==> config.mk <==
export PLATFORM = sky130hd
export DESIGN_NAME = ocb_console
export DESIGN_NICKNAME = d
export VERILOG_FILES = /design/src/design/ocb_pkg.sv /design/src/design/ocb_console.sv
export SDC_FILE = /design/constraint.sdc
export NUM_CORES = 1
export LEC_CHECK = 0
export BUFFER_PORTS_ARGS = -buffer_cell sky130_fd_sc_hd__buf_4
export CELL_PAD_IN_SITES_DETAIL_PLACEMENT = 0
export CELL_PAD_IN_SITES_GLOBAL_PLACEMENT = 2
export CORE_MARGIN = 1
export CORE_UTILIZATION = 38
export CTS_CLUSTER_DIAMETER = 80
export CTS_CLUSTER_SIZE = 24
export DETAILED_ROUTE_END_ITERATION = 10
export PLACE_DENSITY_LB_ADDON = 0.1
export SLEW_MARGIN = 0
export SYNTH_ARGS = -nofsm -noshare
export SYNTH_HDL_FRONTEND = slang
export SYNTH_HIERARCHICAL = 1
export SYNTH_SLANG_ARGS = --single-unit
==> constraint.sdc <==
create_clock -name core_clk -period 2.8 [get_ports core_clk]
set_input_delay 0 -clock core_clk [delete_from_list [all_inputs] [get_ports core_clk]]
set_output_delay 0 -clock core_clk [all_outputs]
set_load 0.05 [all_outputs]
==> src/design/ocb_pkg.sv <==
// Shared constants and types for the operator console boot control
package ocb_pkg;
   // Register offsets (byte addresses)
   localparam logic [3:0] OFS_CTRL = 4'h0;
   localparam logic [3:0] OFS_STATUS = 4'h4;
   // Control field positions and reset value
   localparam int CTRL_DIAG_OFF_BIT = 0;
   localparam int CTRL_STAND_ALONE_BIT = 1;
   localparam int CTRL_DEV_LSB = 2;
   localparam logic [4:0] CTRL_RST = 5'h00;
   // Status field positions
   localparam int STAT_STATE_LSB = 0;
   localparam int STAT_RUN_LAMP_BIT = 9;
   localparam int STAT_DC_LAMP_BIT = 10;
   localparam int STAT_BATTERY_LAMP_LAMP_BIT = 11;
   localparam int STAT_HALT_BIT = 12;
   localparam int STAT_ON_BATTERY_LAMP_BIT = 13;
   // Timing figures in their own units, and clock rate
   localparam int CLK_KHZ = 250000;
   localparam int SLOW_PERIOD_MS = 2000;
   localparam int FAST_PERIOD_MS = 100;
   localparam int DEBOUNCE_US = 5000;
   localparam int SLOW_HALF_CYC = SLOW_PERIOD_MS * (CLK_KHZ / 2);
   localparam int FAST_HALF_CYC = FAST_PERIOD_MS * (CLK_KHZ / 2);
   localparam int DEBOUNCE_CYC = DEBOUNCE_US * CLK_KHZ / 1000;
   // Sequencer states
   typedef enum logic [8:0] {
      ST_IDLE = 9'h001,
      ST_INIT = 9'h002,
      ST_HOLD = 9'h004,
      ST_CPUDIAG = 9'h008,
      ST_PRINT = 9'h010,
      ST_CONSOLE = 9'h020,
      ST_MEMDIAG = 9'h040,
      ST_BOOT = 9'h080,
      ST_RUN = 9'h100
   } ocb_state_e;
   // Module switch settings held in the control register
   typedef struct packed {
      logic [2:0] bootDev;
      logic standAlone;
      logic diagDisable;
   } ocb_ctrl_s;
   // Step requests to the processor core
   typedef struct packed {
      logic cpuDiag;
      logic memDiag;
      logic printRegs;
      logic boot;
   } ocb_step_s;
endpackage

==> src/design/ocb_console.sv <==
// Operator console boot control: levers, key, lamps and start sequencer
//
// Operation
// - Restart lever acts on return to rest, per run/stop lever position.
// - Restart released at stop: processor-only init, no bus initialise.
// - After processor-only init, lever to run starts the boot routine.
// - Restart released at run: full initialise then boot routine.
// - Run/stop lever at run lets program continue; at stop halts it.
// - Console mode: processor diagnostics, print saved registers, prompt.
// - Device boot command: memory diagnostics, then secondary bootstrap.
// - Stand-alone: cpu diag, memory diag, then switch-selected bootstrap.
// - Diagnostics run on each start unless switch setting disables them.
// - Automatic boot device comes from the module switch setting.
// - Battery lamp dark when battery below minimum or absent.
// - Battery lamp slow flash, one per two seconds, while charging.
// - Battery lamp fast flash, ten per second, when on battery.
// - Battery lamp steady when battery present and fully charged.
// - DC lamp lit while DC power applied, dark otherwise.
// - Run lamp lit while program executes, dark when stopped.
// - Standby key removes logic DC, keeps memory supply and fans.
// - On main power loss, memory moves to battery with slow refresh.
//
// The implementer's own choices: the register addresses and the strobed register port.
`timescale 1ns/1ns

// Two-flop synchroniser followed by a stability filter
module ocb_debounce #(
   parameter int CNT = 16
) (
   // Clock and reset
   input wire logic core_clk,
   input wire logic rst_n,
   // Raw and filtered level
   input wire logic rawIn,
   output logic cleanOut
);
   logic sync1_r;
   logic sync2_r;
   logic [23:0] cnt_r;

   // Synchroniser; first flop feeds only the second
   always_ff @(posedge core_clk or negedge rst_n) begin
      if (!rst_n) begin
         sync1_r <= 1'b0;
         sync2_r <= 1'b0;
      end else begin
         sync1_r <= rawIn;
         sync2_r <= sync1_r;
      end
   end

   // Accept a new level only after it held steady CNT cycles
   always_ff @(posedge core_clk or negedge rst_n) begin
      if (!rst_n) begin
         cnt_r <= 24'h000000;
         cleanOut <= 1'b0;
      end else if (sync2_r == cleanOut) begin
         cnt_r <= 24'h000000;
      end else if (cnt_r >= 24'(CNT - 1)) begin
         cnt_r <= 24'h000000;
         cleanOut <= sync2_r;
      end else begin
         cnt_r <= cnt_r + 24'h000001;
      end
   end
endmodule // ocb_debounce

module ocb_console #(
   parameter int DB_CYC = ocb_pkg::DEBOUNCE_CYC,
   parameter int SLOW_HALF = ocb_pkg::SLOW_HALF_CYC,
   parameter int FAST_HALF = ocb_pkg::FAST_HALF_CYC
) (
   // Clock and reset
   input wire logic core_clk,
   input wire logic rst_n,
   // Register port
   input wire logic [3:0] regAddr,
   input wire logic [31:0] regWrData,
   input wire logic regWrStb,
   input wire logic regRdStb,
   output logic [31:0] regRdData,
   // Panel levers and key
   input wire logic run_stop_lever,
   input wire logic restartLever,
   input wire logic keyOn,
   input wire logic standby_position,
   // Power sensing
   input wire logic mainPowerOk,
   input wire logic battPresent,
   input wire logic battAboveMin,
   input wire logic battCharging,
   input wire logic battFull,
   // Processor core
   output logic cpuInitPulse,
   output logic bus_initialize_pulse,
   output logic cpuHalt,
   output ocb_pkg::ocb_step_s stepReq,
   output logic [2:0] bootDev,
   input wire logic stepDone,
   input wire logic bootCmd,
   input wire logic [2:0] bootCmdDev,
   // Power control
   output logic dcPowerEn,
   output logic memPowerEn,
   output logic fanEn,
   output logic memOnBattery,
   output logic refreshSlow,
   // Lamps
   output logic battery_lamp,
   output logic dc_power_lamp,
   output logic runLamp
);
   import ocb_pkg::*;

   logic runDb;
   logic restartDb;
   logic keyOnDb;
   logic stbyDb;
   logic restartPrev_r;
   logic keyPrev_r;
   logic restartRel;
   logic powerUp;
   ocb_ctrl_s ctrl_r;
   ocb_state_e state_r;
   ocb_state_e state_nxt;
   ocb_state_e seqStart;
   logic [31:0] flashCnt_r;
   logic flashPhase_r;
   logic [31:0] flashLim;

   // Clean every panel input
   ocb_debounce #(.CNT(DB_CYC)) uRun (
      .core_clk(core_clk),
      .rst_n(rst_n),
      .rawIn(run_stop_lever),
      .cleanOut(runDb)
   );
   ocb_debounce #(.CNT(DB_CYC)) uRestart (
      .core_clk(core_clk),
      .rst_n(rst_n),
      .rawIn(restartLever),
      .cleanOut(restartDb)
   );
   ocb_debounce #(.CNT(DB_CYC)) uKeyOn (
      .core_clk(core_clk),
      .rst_n(rst_n),
      .rawIn(keyOn),
      .cleanOut(keyOnDb)
   );
   ocb_debounce #(.CNT(DB_CYC)) uStby (
      .core_clk(core_clk),
      .rst_n(rst_n),
      .rawIn(standby_position),
      .cleanOut(stbyDb)
   );

   // Edge history of restart lever and power key
   always_ff @(posedge core_clk or negedge rst_n) begin
      if (!rst_n) begin
         restartPrev_r <= 1'b0;
         keyPrev_r <= 1'b0;
      end else begin
         restartPrev_r <= restartDb;
         keyPrev_r <= keyOnDb;
      end
   end
   assign restartRel = restartPrev_r & ~restartDb;
   assign powerUp = keyOnDb & ~keyPrev_r;

   // Register writes: module switch settings
   always_ff @(posedge core_clk or negedge rst_n) begin
      if (!rst_n) begin
         ctrl_r <= CTRL_RST;
      end else if (regWrStb && regAddr == OFS_CTRL) begin
         ctrl_r <= regWrData[4:0];
      end
   end

   // Register reads, answered one cycle after the strobe
   always_ff @(posedge core_clk or negedge rst_n) begin
      if (!rst_n) begin
         regRdData <= 32'h00000000;
      end else if (regRdStb && regAddr == OFS_CTRL) begin
         regRdData <= {27'h0000000, ctrl_r};
      end else if (regRdStb && regAddr == OFS_STATUS) begin
         regRdData <= {18'h00000, memOnBattery, cpuHalt, battery_lamp,
                       dc_power_lamp, runLamp, state_r};
      end else begin
         regRdData <= 32'h00000000;
      end
   end

   // First sequence step after an initialise
   always_comb begin
      if (!ctrl_r.diagDisable) begin
         seqStart = ST_CPUDIAG;
      end else if (ctrl_r.standAlone) begin
         seqStart = ST_BOOT;
      end else begin
         seqStart = ST_PRINT;
      end
   end

   // Start sequencer
   always_comb begin
      state_nxt = state_r;
      case (state_r)
         ST_IDLE: begin
            if (powerUp) begin
               state_nxt = ST_INIT;
            end
         end
         ST_INIT: begin
            state_nxt = seqStart;
         end
         ST_HOLD: begin
            if (runDb) begin
               state_nxt = seqStart;
            end
         end
         ST_CPUDIAG: begin
            if (stepDone && ctrl_r.standAlone) begin
               state_nxt = ST_MEMDIAG;
            end else if (stepDone) begin
               state_nxt = ST_PRINT;
            end
         end
         ST_PRINT: begin
            if (stepDone) begin
               state_nxt = ST_CONSOLE;
            end
         end
         ST_CONSOLE: begin
            if (bootCmd && ctrl_r.diagDisable) begin
               state_nxt = ST_BOOT;
            end else if (bootCmd) begin
               state_nxt = ST_MEMDIAG;
            end
         end
         ST_MEMDIAG: begin
            if (stepDone) begin
               state_nxt = ST_BOOT;
            end
         end
         ST_BOOT: begin
            if (stepDone) begin
               state_nxt = ST_RUN;
            end
         end
         ST_RUN: begin
            state_nxt = ST_RUN;
         end
         default: begin
            state_nxt = ST_IDLE;
         end
      endcase
      // Restart release and power key off override any step
      if (!keyOnDb) begin
         state_nxt = ST_IDLE;
      end else if (restartRel && runDb) begin
         state_nxt = ST_INIT;
      end else if (restartRel) begin
         state_nxt = ST_HOLD;
      end
   end

   // State register
   always_ff @(posedge core_clk or negedge rst_n) begin
      if (!rst_n) begin
         state_r <= ST_IDLE;
      end else begin
         state_r <= state_nxt;
      end
   end

   // Initialise pulses, one cycle on entry: processor on INIT or HOLD, bus on INIT only
   always_ff @(posedge core_clk or negedge rst_n) begin
      if (!rst_n) begin
         cpuInitPulse <= 1'b0;
         bus_initialize_pulse <= 1'b0;
      end else begin
         cpuInitPulse <= (state_nxt == ST_INIT || state_nxt == ST_HOLD)
                         && (state_nxt != state_r || restartRel);
         bus_initialize_pulse <= state_nxt == ST_INIT
                                 && (state_r != ST_INIT || restartRel);
      end
   end

   // Boot device: switches in stand-alone, command in console mode
   always_ff @(posedge core_clk or negedge rst_n) begin
      if (!rst_n) begin
         bootDev <= 3'h0;
      end else if (state_r == ST_CONSOLE && bootCmd) begin
         bootDev <= bootCmdDev;
      end else if (state_r == ST_INIT || state_r == ST_HOLD) begin
         bootDev <= ctrl_r.bootDev;
      end
   end

   // Step requests follow the state
   assign stepReq.cpuDiag = state_r == ST_CPUDIAG;
   assign stepReq.memDiag = state_r == ST_MEMDIAG;
   assign stepReq.printRegs = state_r == ST_PRINT;
   assign stepReq.boot = state_r == ST_BOOT;

   // Halt, power switching and plain lamps
   assign cpuHalt = ~runDb;
   assign dcPowerEn = keyOnDb & ~stbyDb;
   assign memPowerEn = keyOnDb | stbyDb;
   assign fanEn = keyOnDb | stbyDb;
   assign memOnBattery = ~mainPowerOk & battPresent & battAboveMin;
   assign refreshSlow = memOnBattery;
   assign dc_power_lamp = dcPowerEn & mainPowerOk;
   assign runLamp = runDb & dc_power_lamp & state_r != ST_IDLE
                    & state_r != ST_HOLD;

   // Flash timer, half period chosen by battery condition
   assign flashLim = memOnBattery ? 32'(FAST_HALF - 1)
                                  : 32'(SLOW_HALF - 1);
   always_ff @(posedge core_clk or negedge rst_n) begin
      if (!rst_n) begin
         flashCnt_r <= 32'h00000000;
         flashPhase_r <= 1'b0;
      end else if (flashCnt_r >= flashLim) begin
         flashCnt_r <= 32'h00000000;
         flashPhase_r <= ~flashPhase_r;
      end else begin
         flashCnt_r <= flashCnt_r + 32'h00000001;
      end
   end

   // Battery lamp
   always_ff @(posedge core_clk or negedge rst_n) begin
      if (!rst_n) begin
         battery_lamp <= 1'b0;
      end else if (!battPresent || !battAboveMin) begin
         battery_lamp <= 1'b0;
      end else if (!mainPowerOk) begin
         battery_lamp <= flashPhase_r;
      end else if (battFull) begin
         battery_lamp <= 1'b1;
      end else if (battCharging) begin
         battery_lamp <= flashPhase_r;
      end else begin
         battery_lamp <= 1'b1;
      end
   end

   // Checks
   AST_PROC_ONLY: assert property (@(posedge core_clk) disable iff (!rst_n)
      $rose(state_r == ST_HOLD) |-> cpuInitPulse && !bus_initialize_pulse)
      else $error("bus initialise on processor-only init");
   AST_HOLD_EXIT: assert property (@(posedge core_clk) disable iff (!rst_n)
      state_r == ST_HOLD && runDb && keyOnDb && !restartRel
      |=> state_r == $past(seqStart))
      else $error("run lever did not start routine");
   AST_FULL_INIT: assert property (@(posedge core_clk) disable iff (!rst_n)
      bus_initialize_pulse |-> cpuInitPulse && state_r == ST_INIT)
      else $error("full init incomplete");
   AST_HALT: assert property (@(posedge core_clk) disable iff (!rst_n)
      $fell(runDb) |-> cpuHalt && !runLamp)
      else $error("stop lever did not halt");
   AST_PROMPT: assert property (@(posedge core_clk) disable iff (!rst_n)
      state_r == ST_PRINT && stepDone && keyOnDb && !restartRel
      |=> stepReq == 4'h0 ##0 state_r == ST_CONSOLE)
      else $error("prompt did not follow print");
   AST_BOOTCMD: assert property (@(posedge core_clk) disable iff (!rst_n)
      state_r == ST_CONSOLE && bootCmd && !ctrl_r.diagDisable
      && keyOnDb && !restartRel
      |=> stepReq.memDiag && bootDev == $past(bootCmdDev))
      else $error("boot command skipped memory test");
   AST_STANDALONE: assert property (@(posedge core_clk) disable iff (!rst_n)
      state_r == ST_CPUDIAG && stepDone && ctrl_r.standAlone
      && keyOnDb && !restartRel |=> stepReq.memDiag)
      else $error("stand-alone order broken");
   AST_DIAG_OFF: assert property (@(posedge core_clk) disable iff (!rst_n)
      state_r == ST_INIT && ctrl_r.diagDisable && keyOnDb && !restartRel
      |=> !stepReq.cpuDiag && !stepReq.memDiag)
      else $error("diagnostics ran while disabled");
   AST_LAMP_DARK: assert property (@(posedge core_clk) disable iff (!rst_n)
      !battPresent || !battAboveMin |=> !battery_lamp)
      else $error("battery lamp lit without battery");
   AST_STANDBY: assert property (@(posedge core_clk) disable iff (!rst_n)
      stbyDb |-> !dcPowerEn && memPowerEn && fanEn && !dc_power_lamp)
      else $error("standby power wrong");
   COV_CONSOLE: cover property (@(posedge core_clk) disable iff (!rst_n)
      state_r == ST_PRINT ##1 state_r == ST_CONSOLE);
   COV_BOOT: cover property (@(posedge core_clk) disable iff (!rst_n)
      state_r == ST_MEMDIAG ##1 state_r == ST_BOOT);
   COV_HOLD: cover property (@(posedge core_clk) disable iff (!rst_n)
      state_r == ST_HOLD ##1 state_r != ST_HOLD);
endmodule // ocb_console

==> results.toml, run 1 <==
[pwr]
power.internal_uw = 4299
ir_worst_vdd_v = 0.0003712
p_sw_uw = 1591
sequentialPowerShare = 0.462
sw_frac_of_total = 0.2701
powerDensity_nw_per_um2 = 536.7
p_comb_frac = 0.124
pwr-share-clk = 0.414
p_leak_uw = 0.004476

[worst_setup_path]
crit_end = "flashPhase_r$_DFFE_PN0N_"
reg2reg_from = "flashCnt_r[22]$_DFF_PN0_"
cp_data_required_time_ns = 3.15
worstPathArrival_ns = 2.88
r2r_slack_ns = 0.27
critical_path_class = "register to register"
cp-end-kind = "register"
r2r-end = "flashPhase_r$_DFFE_PN0N_"
reg2reg_depth = 8
critPathLaunchType = "register"
cp_max_fo = 14
setup.worst_path.start = "flashCnt_r[22]$_DFF_PN0_"

[global_route]
track_usage = 0.1818
grt_max_degree = 89
top_usage_layer = "met2"
antenna_found_initial = 0
grt_first_pass_wirelength_um = 35640
grt_overflow = 0
gr-usage-met2 = 0.2707
use_met1 = 0.2679
grt_pass1_vias = 6878
gr-usage-met3 = 0.03887

[clock_network]
cts-htree-levels = 4
ctsRootBufferMaster = "clkbuf_16"
cts_tree = "done"
path_clk_slew_ns = 0.07
cts_buffer_depth = 2
cts_made_buffers = 17
clock_latency_ns = 0.43
postCtsResizedCells = 0
clock_sinks = 177

[synth]
synth_edf_count = 0
synth_area_leaders = "dfrtp_1 48%, xnor2_1 4.3%, nor3_1 4.2%"
post_synth_and_or_nand_nor_area_fraction = 0.2489
syn_area_um2 = 9270
ys_ff_latch = 177
netlist.top_cell.by_area = "dfrtp_1"
netlist.area_leader.share = 0.4751
yosys.cell_types.count = 62
synthXorXnorAreaFrac = 0.07558
synth_commonest_cells = "176 x dfrtp_1, 78 x nor3_1, 68 x nor2_1"
synth_compound_area_frac = 0.1112
yosys_most_used_dff = "dfrtp_1"
synth-async-reset-ratio = 1.000
synth_top_family_by_area = "simple AND/OR/NAND/NOR gates"
yosys.area_share.adder = 0.02268
seq_area_frac_synth = 0.4779
synth-warning-count = 6
yosysMostFrequentCell = "dfrtp_1"
synthMuxAreaShare = 0.01579
synth_area_per_cell_um2 = 9.799
syn_inst = 946

[timing]
fin_hold_ws_ns = 0.03681
finalCriticalPeriod_ns = 2.532
max_slew_margin = 0.3136
setup_viol = 0
fin_crit_sh = 0.9042
finalSetupTns_ns = 0
fin_worst_skew_ns = 0.01054
slew_violations = 0
fin_ws_ns = 0.2683
rsz0062_at_grt = "false"
hold_viol_final = 0
fmax_mhz = 395.0
tightest_slew_ns = 1.027

[floorplan]
pin_count = 104
die_area_um2 = 25020
start_util = 0.3914
coreArea_um2 = 23680
die_w_um = 158.2
fp-row-count = 56
die_y_um = 158.2

[routing]
drt_pass1_iterations = 5
ant_nets = 0
drt-wirelength-per-cell_um = 15.46
drc = 0
viasPerCell = 5.164
vias = 7111
drtIter0Drc = 367
wirelength_um = 21290

[final_layout]
layout.nets = 1115
fin_cells = 1377
nFillCells = 2313
fin_area_um2 = 10980
synthToLayoutAreaGrowth_pct = 18.40
drive_gt1_frac = 0.1541
antennaDiodeCount = 0

[min_path]
hold_path.class = "input pin to register"

[placed_design]
gp_congestion = 0.7920
placed_area_um2 = 10160
placed_cells = 1323
dp_hpwl_um = 14960
dp_slack_ns = 0.06796
portBuffers = 58

[flow_run]
cap_violations = 0

[run_status]
outcome = "finished clean"
==> kinds of logic after synthesis <==
| logic type | count (synthesis) |
|---|---|
| flip-flops | 177 |
| buffers and inverters | 84 |
| AO/OA/AOI/OAI | 140 |
| XOR/XNOR | 80 |
| AND/OR/NAND/NOR | 429 |
| multiplexers | 14 |
| other | 5 |
| adder cells (fa/ha/maj) | 17 |
==> cells in the final DEF, fill, tap and decap left out, types with 13 or more instances in the layout <==
master | synthesis | routed
or3_1 | 35 | 35
dfrtp_1 | 176 | 176
clkbuf_16 | 0 | 17
conb_1 | 5 | 33
a21oi_1 | 13 | 13
and3_1 | 13 | 13
nor4_1 | 20 | 20
xnor2_1 | 46 | 46
nor3_1 | 78 | 78
inv_1 | 22 | 22
o21ai_0 | 36 | 36
nor2_1 | 68 | 68
dlygate4sd3_1 | 0 | 22
xor2_1 | 34 | 34
nand2_1 | 49 | 49
and2_1 | 24 | 24
nand3_1 | 55 | 55
buf_4 | 25 | 89
ha_1 | 16 | 16
nand4_1 | 25 | 25
or4_1 | 13 | 13
a211oi_1 | 17 | 17
==> power by group through the flow <==
| stage | registers [uW] | logic (uW) | clock network [uW] |
|---|---|---|---|
| 2_1_floorplan | 2850 | 386 | 0 |
| 3_3_place_gp | 2780 | 717 | 0 |
| 3_5_place_dp | 2770 | 717 | 0 |
| 4_1_cts | 2730 | 744 | 2530 |
| 5_1_grt | 2740 | 802 | 2620 |
| 6_report | 2720 | 731 | 2440 |
==> worst min-delay path by stage <==
stage	start	endpoint	slack [ns]	depth (start not counted)
finish	stepDone	state_r[7]$_DFF_PN0_	0.04	4
global route	stepDone	state_r[7]$_DFF_PN0_	0.03	4
CTS	stepDone	state_r[7]$_DFF_PN0_	0.007	4
detailed placement	keyOn	uKeyOn/sync1_r$_DFF_PN0_	0.11	1
global placement	standby_position	uStby/sync1_r$_DFF_PN0_	0.11	1
floorplan	rst_n	battery_lamp$_DFF_PN0_	-0.30	0
==> worst max-delay path: stages, from the launching register on <==
cell,delay (ns)
dfrtp_1,0.43
ha_1,0.30
nand3_1,0.09
or4_1,0.56
nor4_1,0.28
nor2_1,0.11
a211oi_4,0.25
buf_4,0.25
xor2_1,0.16
==> cell type report <==
| cell class | count | area [um^2] | share of cell area |
|---|---|---|---|
| Multi-Input combinational cell | 713 | 4527 | 0.4124 |
| Sequential cell | 177 | 4431 | 0.4037 |
| Timing Repair Buffer | 114 | 942.2 | 0.08584 |
| Clock buffer | 19 | 432.9 | 0.03944 |
| Tap cell | 319 | 399.1 | 0.03637 |
| Clock inverter | 13 | 161.4 | 0.01471 |
| Inverter | 22 | 82.58 | 0.007524 |
==> repair_timing <==
item                       4_1_cts  5_1_grt
hold buffers                    22        0
buffers inserted                 0        0
setup endpoints to repair        0        0
hold endpoints to repair       107        0
==> sequential cells by signal (all words and copies together) (netlist names), 3 cells and up <==
name	flops
regRdData	14
uStby/cnt_r	24
bootDev	3
state_r	9
uRun/cnt_r	24
flashCnt_r	32
uKeyOn/cnt_r	24
uRestart/cnt_r	24
ctrl_r	5
==> layer usage <==
metal,vias up,routed length [um]
li1,3593,-
met1,3373,11010
met2,139,9235
met3,6,901
met4,0,142
met5,-,0
==> through the flow <==
step,total power (uW),util
global route,6155,0.4634
global placement,3492,0.4290
floorplan,3233,-
finish,5890,0.4634
detailed placement,3492,0.4290
CTS,5997,0.4634
(Power assumes the default switching activity.)
==> inputs of run 2 (changes only) <==
Settings changed: HOLD_SLACK_MARGIN from default to 0.05.
==> run 2 against run 1 <==
Sequential cell count unchanged. Clock-buffer cell count unchanged. Utilization stayed put. Critical endpoint unchanged. Largest cell class unchanged. Largest power group unchanged.
==> results.toml, run 2 (synthesized netlist as in run 1, its figures left out) <==
[worst_setup_path]
critPathLaunchType = "register"
cp-end-kind = "register"
critical_path_class = "register to register"
crit_family = "simple AND/OR/NAND/NOR gates"
setup.worst_path.start = "flashCnt_r[22]$_DFF_PN0_"
crit_end = "flashPhase_r$_DFFE_PN0N_"
cp_max_fo = 14
cp_data_required_time_ns = 3.15
r2r_slack_ns = 0.27
crit_slowest_cell = "or4_1"
crit_buf_inv = 1
path_cells = "ha_1, nand3_1, or4_1, nor4_1, nor2_1, a211oi_4, buf_4, xor2_1"
reg2reg_depth = 8
worstPathArrival_ns = 2.88
critical-path-max-stage-delay_ns = 0.56
path_depth = 8
reg2reg_from = "flashCnt_r[22]$_DFF_PN0_"
r2r-end = "flashPhase_r$_DFFE_PN0N_"

[clock_network]
cts_made_buffers = 17
cts_buffer_depth = 2
clock_sinks = 177
postCtsResizedCells = 0
path_clk_slew_ns = 0.07
clock_latency_ns = 0.43
cts_tree = "done"
ctsRootBufferMaster = "clkbuf_16"
cts-htree-levels = 4
postCtsSetupRepairBufs = 0

[placed_design]
gp_congestion = 0.7920
dp_slack_ns = 0.06796
portBuffers = 58
dp_hpwl_um = 14960

[floorplan]
fp-row-count = 56
coreArea_um2 = 23680
die_w_um = 158.2
pin_count = 104
start_util = 0.3914
die_y_um = 158.2
die_area_um2 = 25020

[routing]
drtIter0Drc = 385
viasPerCell = 5.138
drt_pass1_iterations = 5
ant_nets = 0
drt-wirelength-per-cell_um = 15.42
drc = 0
vias = 7075
wirelength_um = 21240

[timing]
slew_violations = 0
tightest_slew_ns = 1.035
fin_crit_sh = 0.9031
fmax_mhz = 395.4
fin_worst_skew_ns = 0.009722
max_slew_margin = 0.3088
fin_ws_ns = 0.2712
setup_viol = 0
hold_viol_final = 0
rsz0062_at_grt = "false"
finalSetupTns_ns = 0
finalCriticalPeriod_ns = 2.529

[global_route]
grt_pass1_vias = 6866
track_usage = 0.1816
grt_first_pass_wirelength_um = 35600
grt_max_degree = 89
grt_overflow = 0
antenna_found_initial = 0

[run_status]
outcome = "finished clean"

[pwr]
p_leak_uw = 0.004478
sequentialPowerShare = 0.463
power.internal_uw = 4299
sw_frac_of_total = 0.2696
ir_worst_vdd_v = 0.0003667
total_power_uw = 5886
pwr-share-clk = 0.413
p_comb_frac = 0.124
p_sw_uw = 1587
powerDensity_nw_per_um2 = 536.3

[final_layout]
layout_common_cells = "176 x dfrtp_1, 89 x buf_4, 78 x nor3_1"
largest_reg_flops = 32
layout.nets = 1115
drive_gt1_frac = 0.1541
synthToLayoutAreaGrowth_pct = 18.40
final_util = 0.4634
largest_register = "flashCnt_r"
final_common_cell = "dfrtp_1"
antennaDiodeCount = 0

[min_path]
hold_path.class = "input pin to register"

[flow_run]
cap_violations = 0
run 2: final cells by class:
class	count	area (um^2)
timing repair buffer	114	942.2
sequential	177	4431
clock inverter	13	161.4
clock buffer	19	432.9
fill	2313	12710
inverter	22	82.58
tap	319	399.1
multi-input combinational	713	4527
run 2: what timing repair did:
item                                   CTS  global route
setup endpoints to repair                0             0
endpoints found under the hold margin  109             0
hold buffers                            22             0
run 2: worst min-delay path by stage:
| stage | from | end | slack [ns] | depth (start not counted) |
|---|---|---|---|---|
| floorplan | rst_n | battery_lamp$_DFF_PN0_ | -0.30 | 0 |
| global placement | standby_position | uStby/sync1_r$_DFF_PN0_ | 0.11 | 1 |
| detailed placement | keyOn | uKeyOn/sync1_r$_DFF_PN0_ | 0.11 | 1 |
| CTS | bootCmd | state_r[5]$_DFF_PN0_ | 0.13 | 4 |
| global route | bootCmd | state_r[5]$_DFF_PN0_ | 0.16 | 4 |
| finish | bootCmd | state_r[5]$_DFF_PN0_ | 0.16 | 4 |
run 2: stage by stage:
stage / cells / area, um^2 / hold slack (ns)
5_1_grt: 1377 / 10980 / 0.1589
2_1_floorplan: 974 / 9375 / -0.2956
6_report: 1377 / 10980 / 0.1592
3_3_place_gp: 1323 / 10160 / 0.1092
3_5_place_dp: 1323 / 10160 / 0.1115
4_1_cts: 1377 / 10980 / 0.1287
run 2: worst reg2reg max path: stages (launching register included):
cell      delay (ns)
dfrtp_1         0.43
ha_1            0.30
nand3_1         0.09
or4_1           0.56
nor4_1          0.29
nor2_1          0.11
a211oi_4        0.25
buf_4           0.25
xor2_1          0.17
run 2: power by group through the flow:
stage	logic, uW	clock network, uW	registers (uW)
global placement	717	0	2780
floorplan	386	0	2850
detailed placement	717	0	2770
global route	802	2620	2740
CTS	744	2530	2730
finish	730	2430	2720
run 2: metal layers:
metal	vias to the layer above	share of wire	global-route usage	routed length (um)
met5	-	0	0	0
met4	0	0.0067	0.04029	142
met1	3377	0.52	0.2679	11130
met2	110	0.44	0.2698	9238
met3	6	0.034	0.03887	725
li1	3582	-	-	-
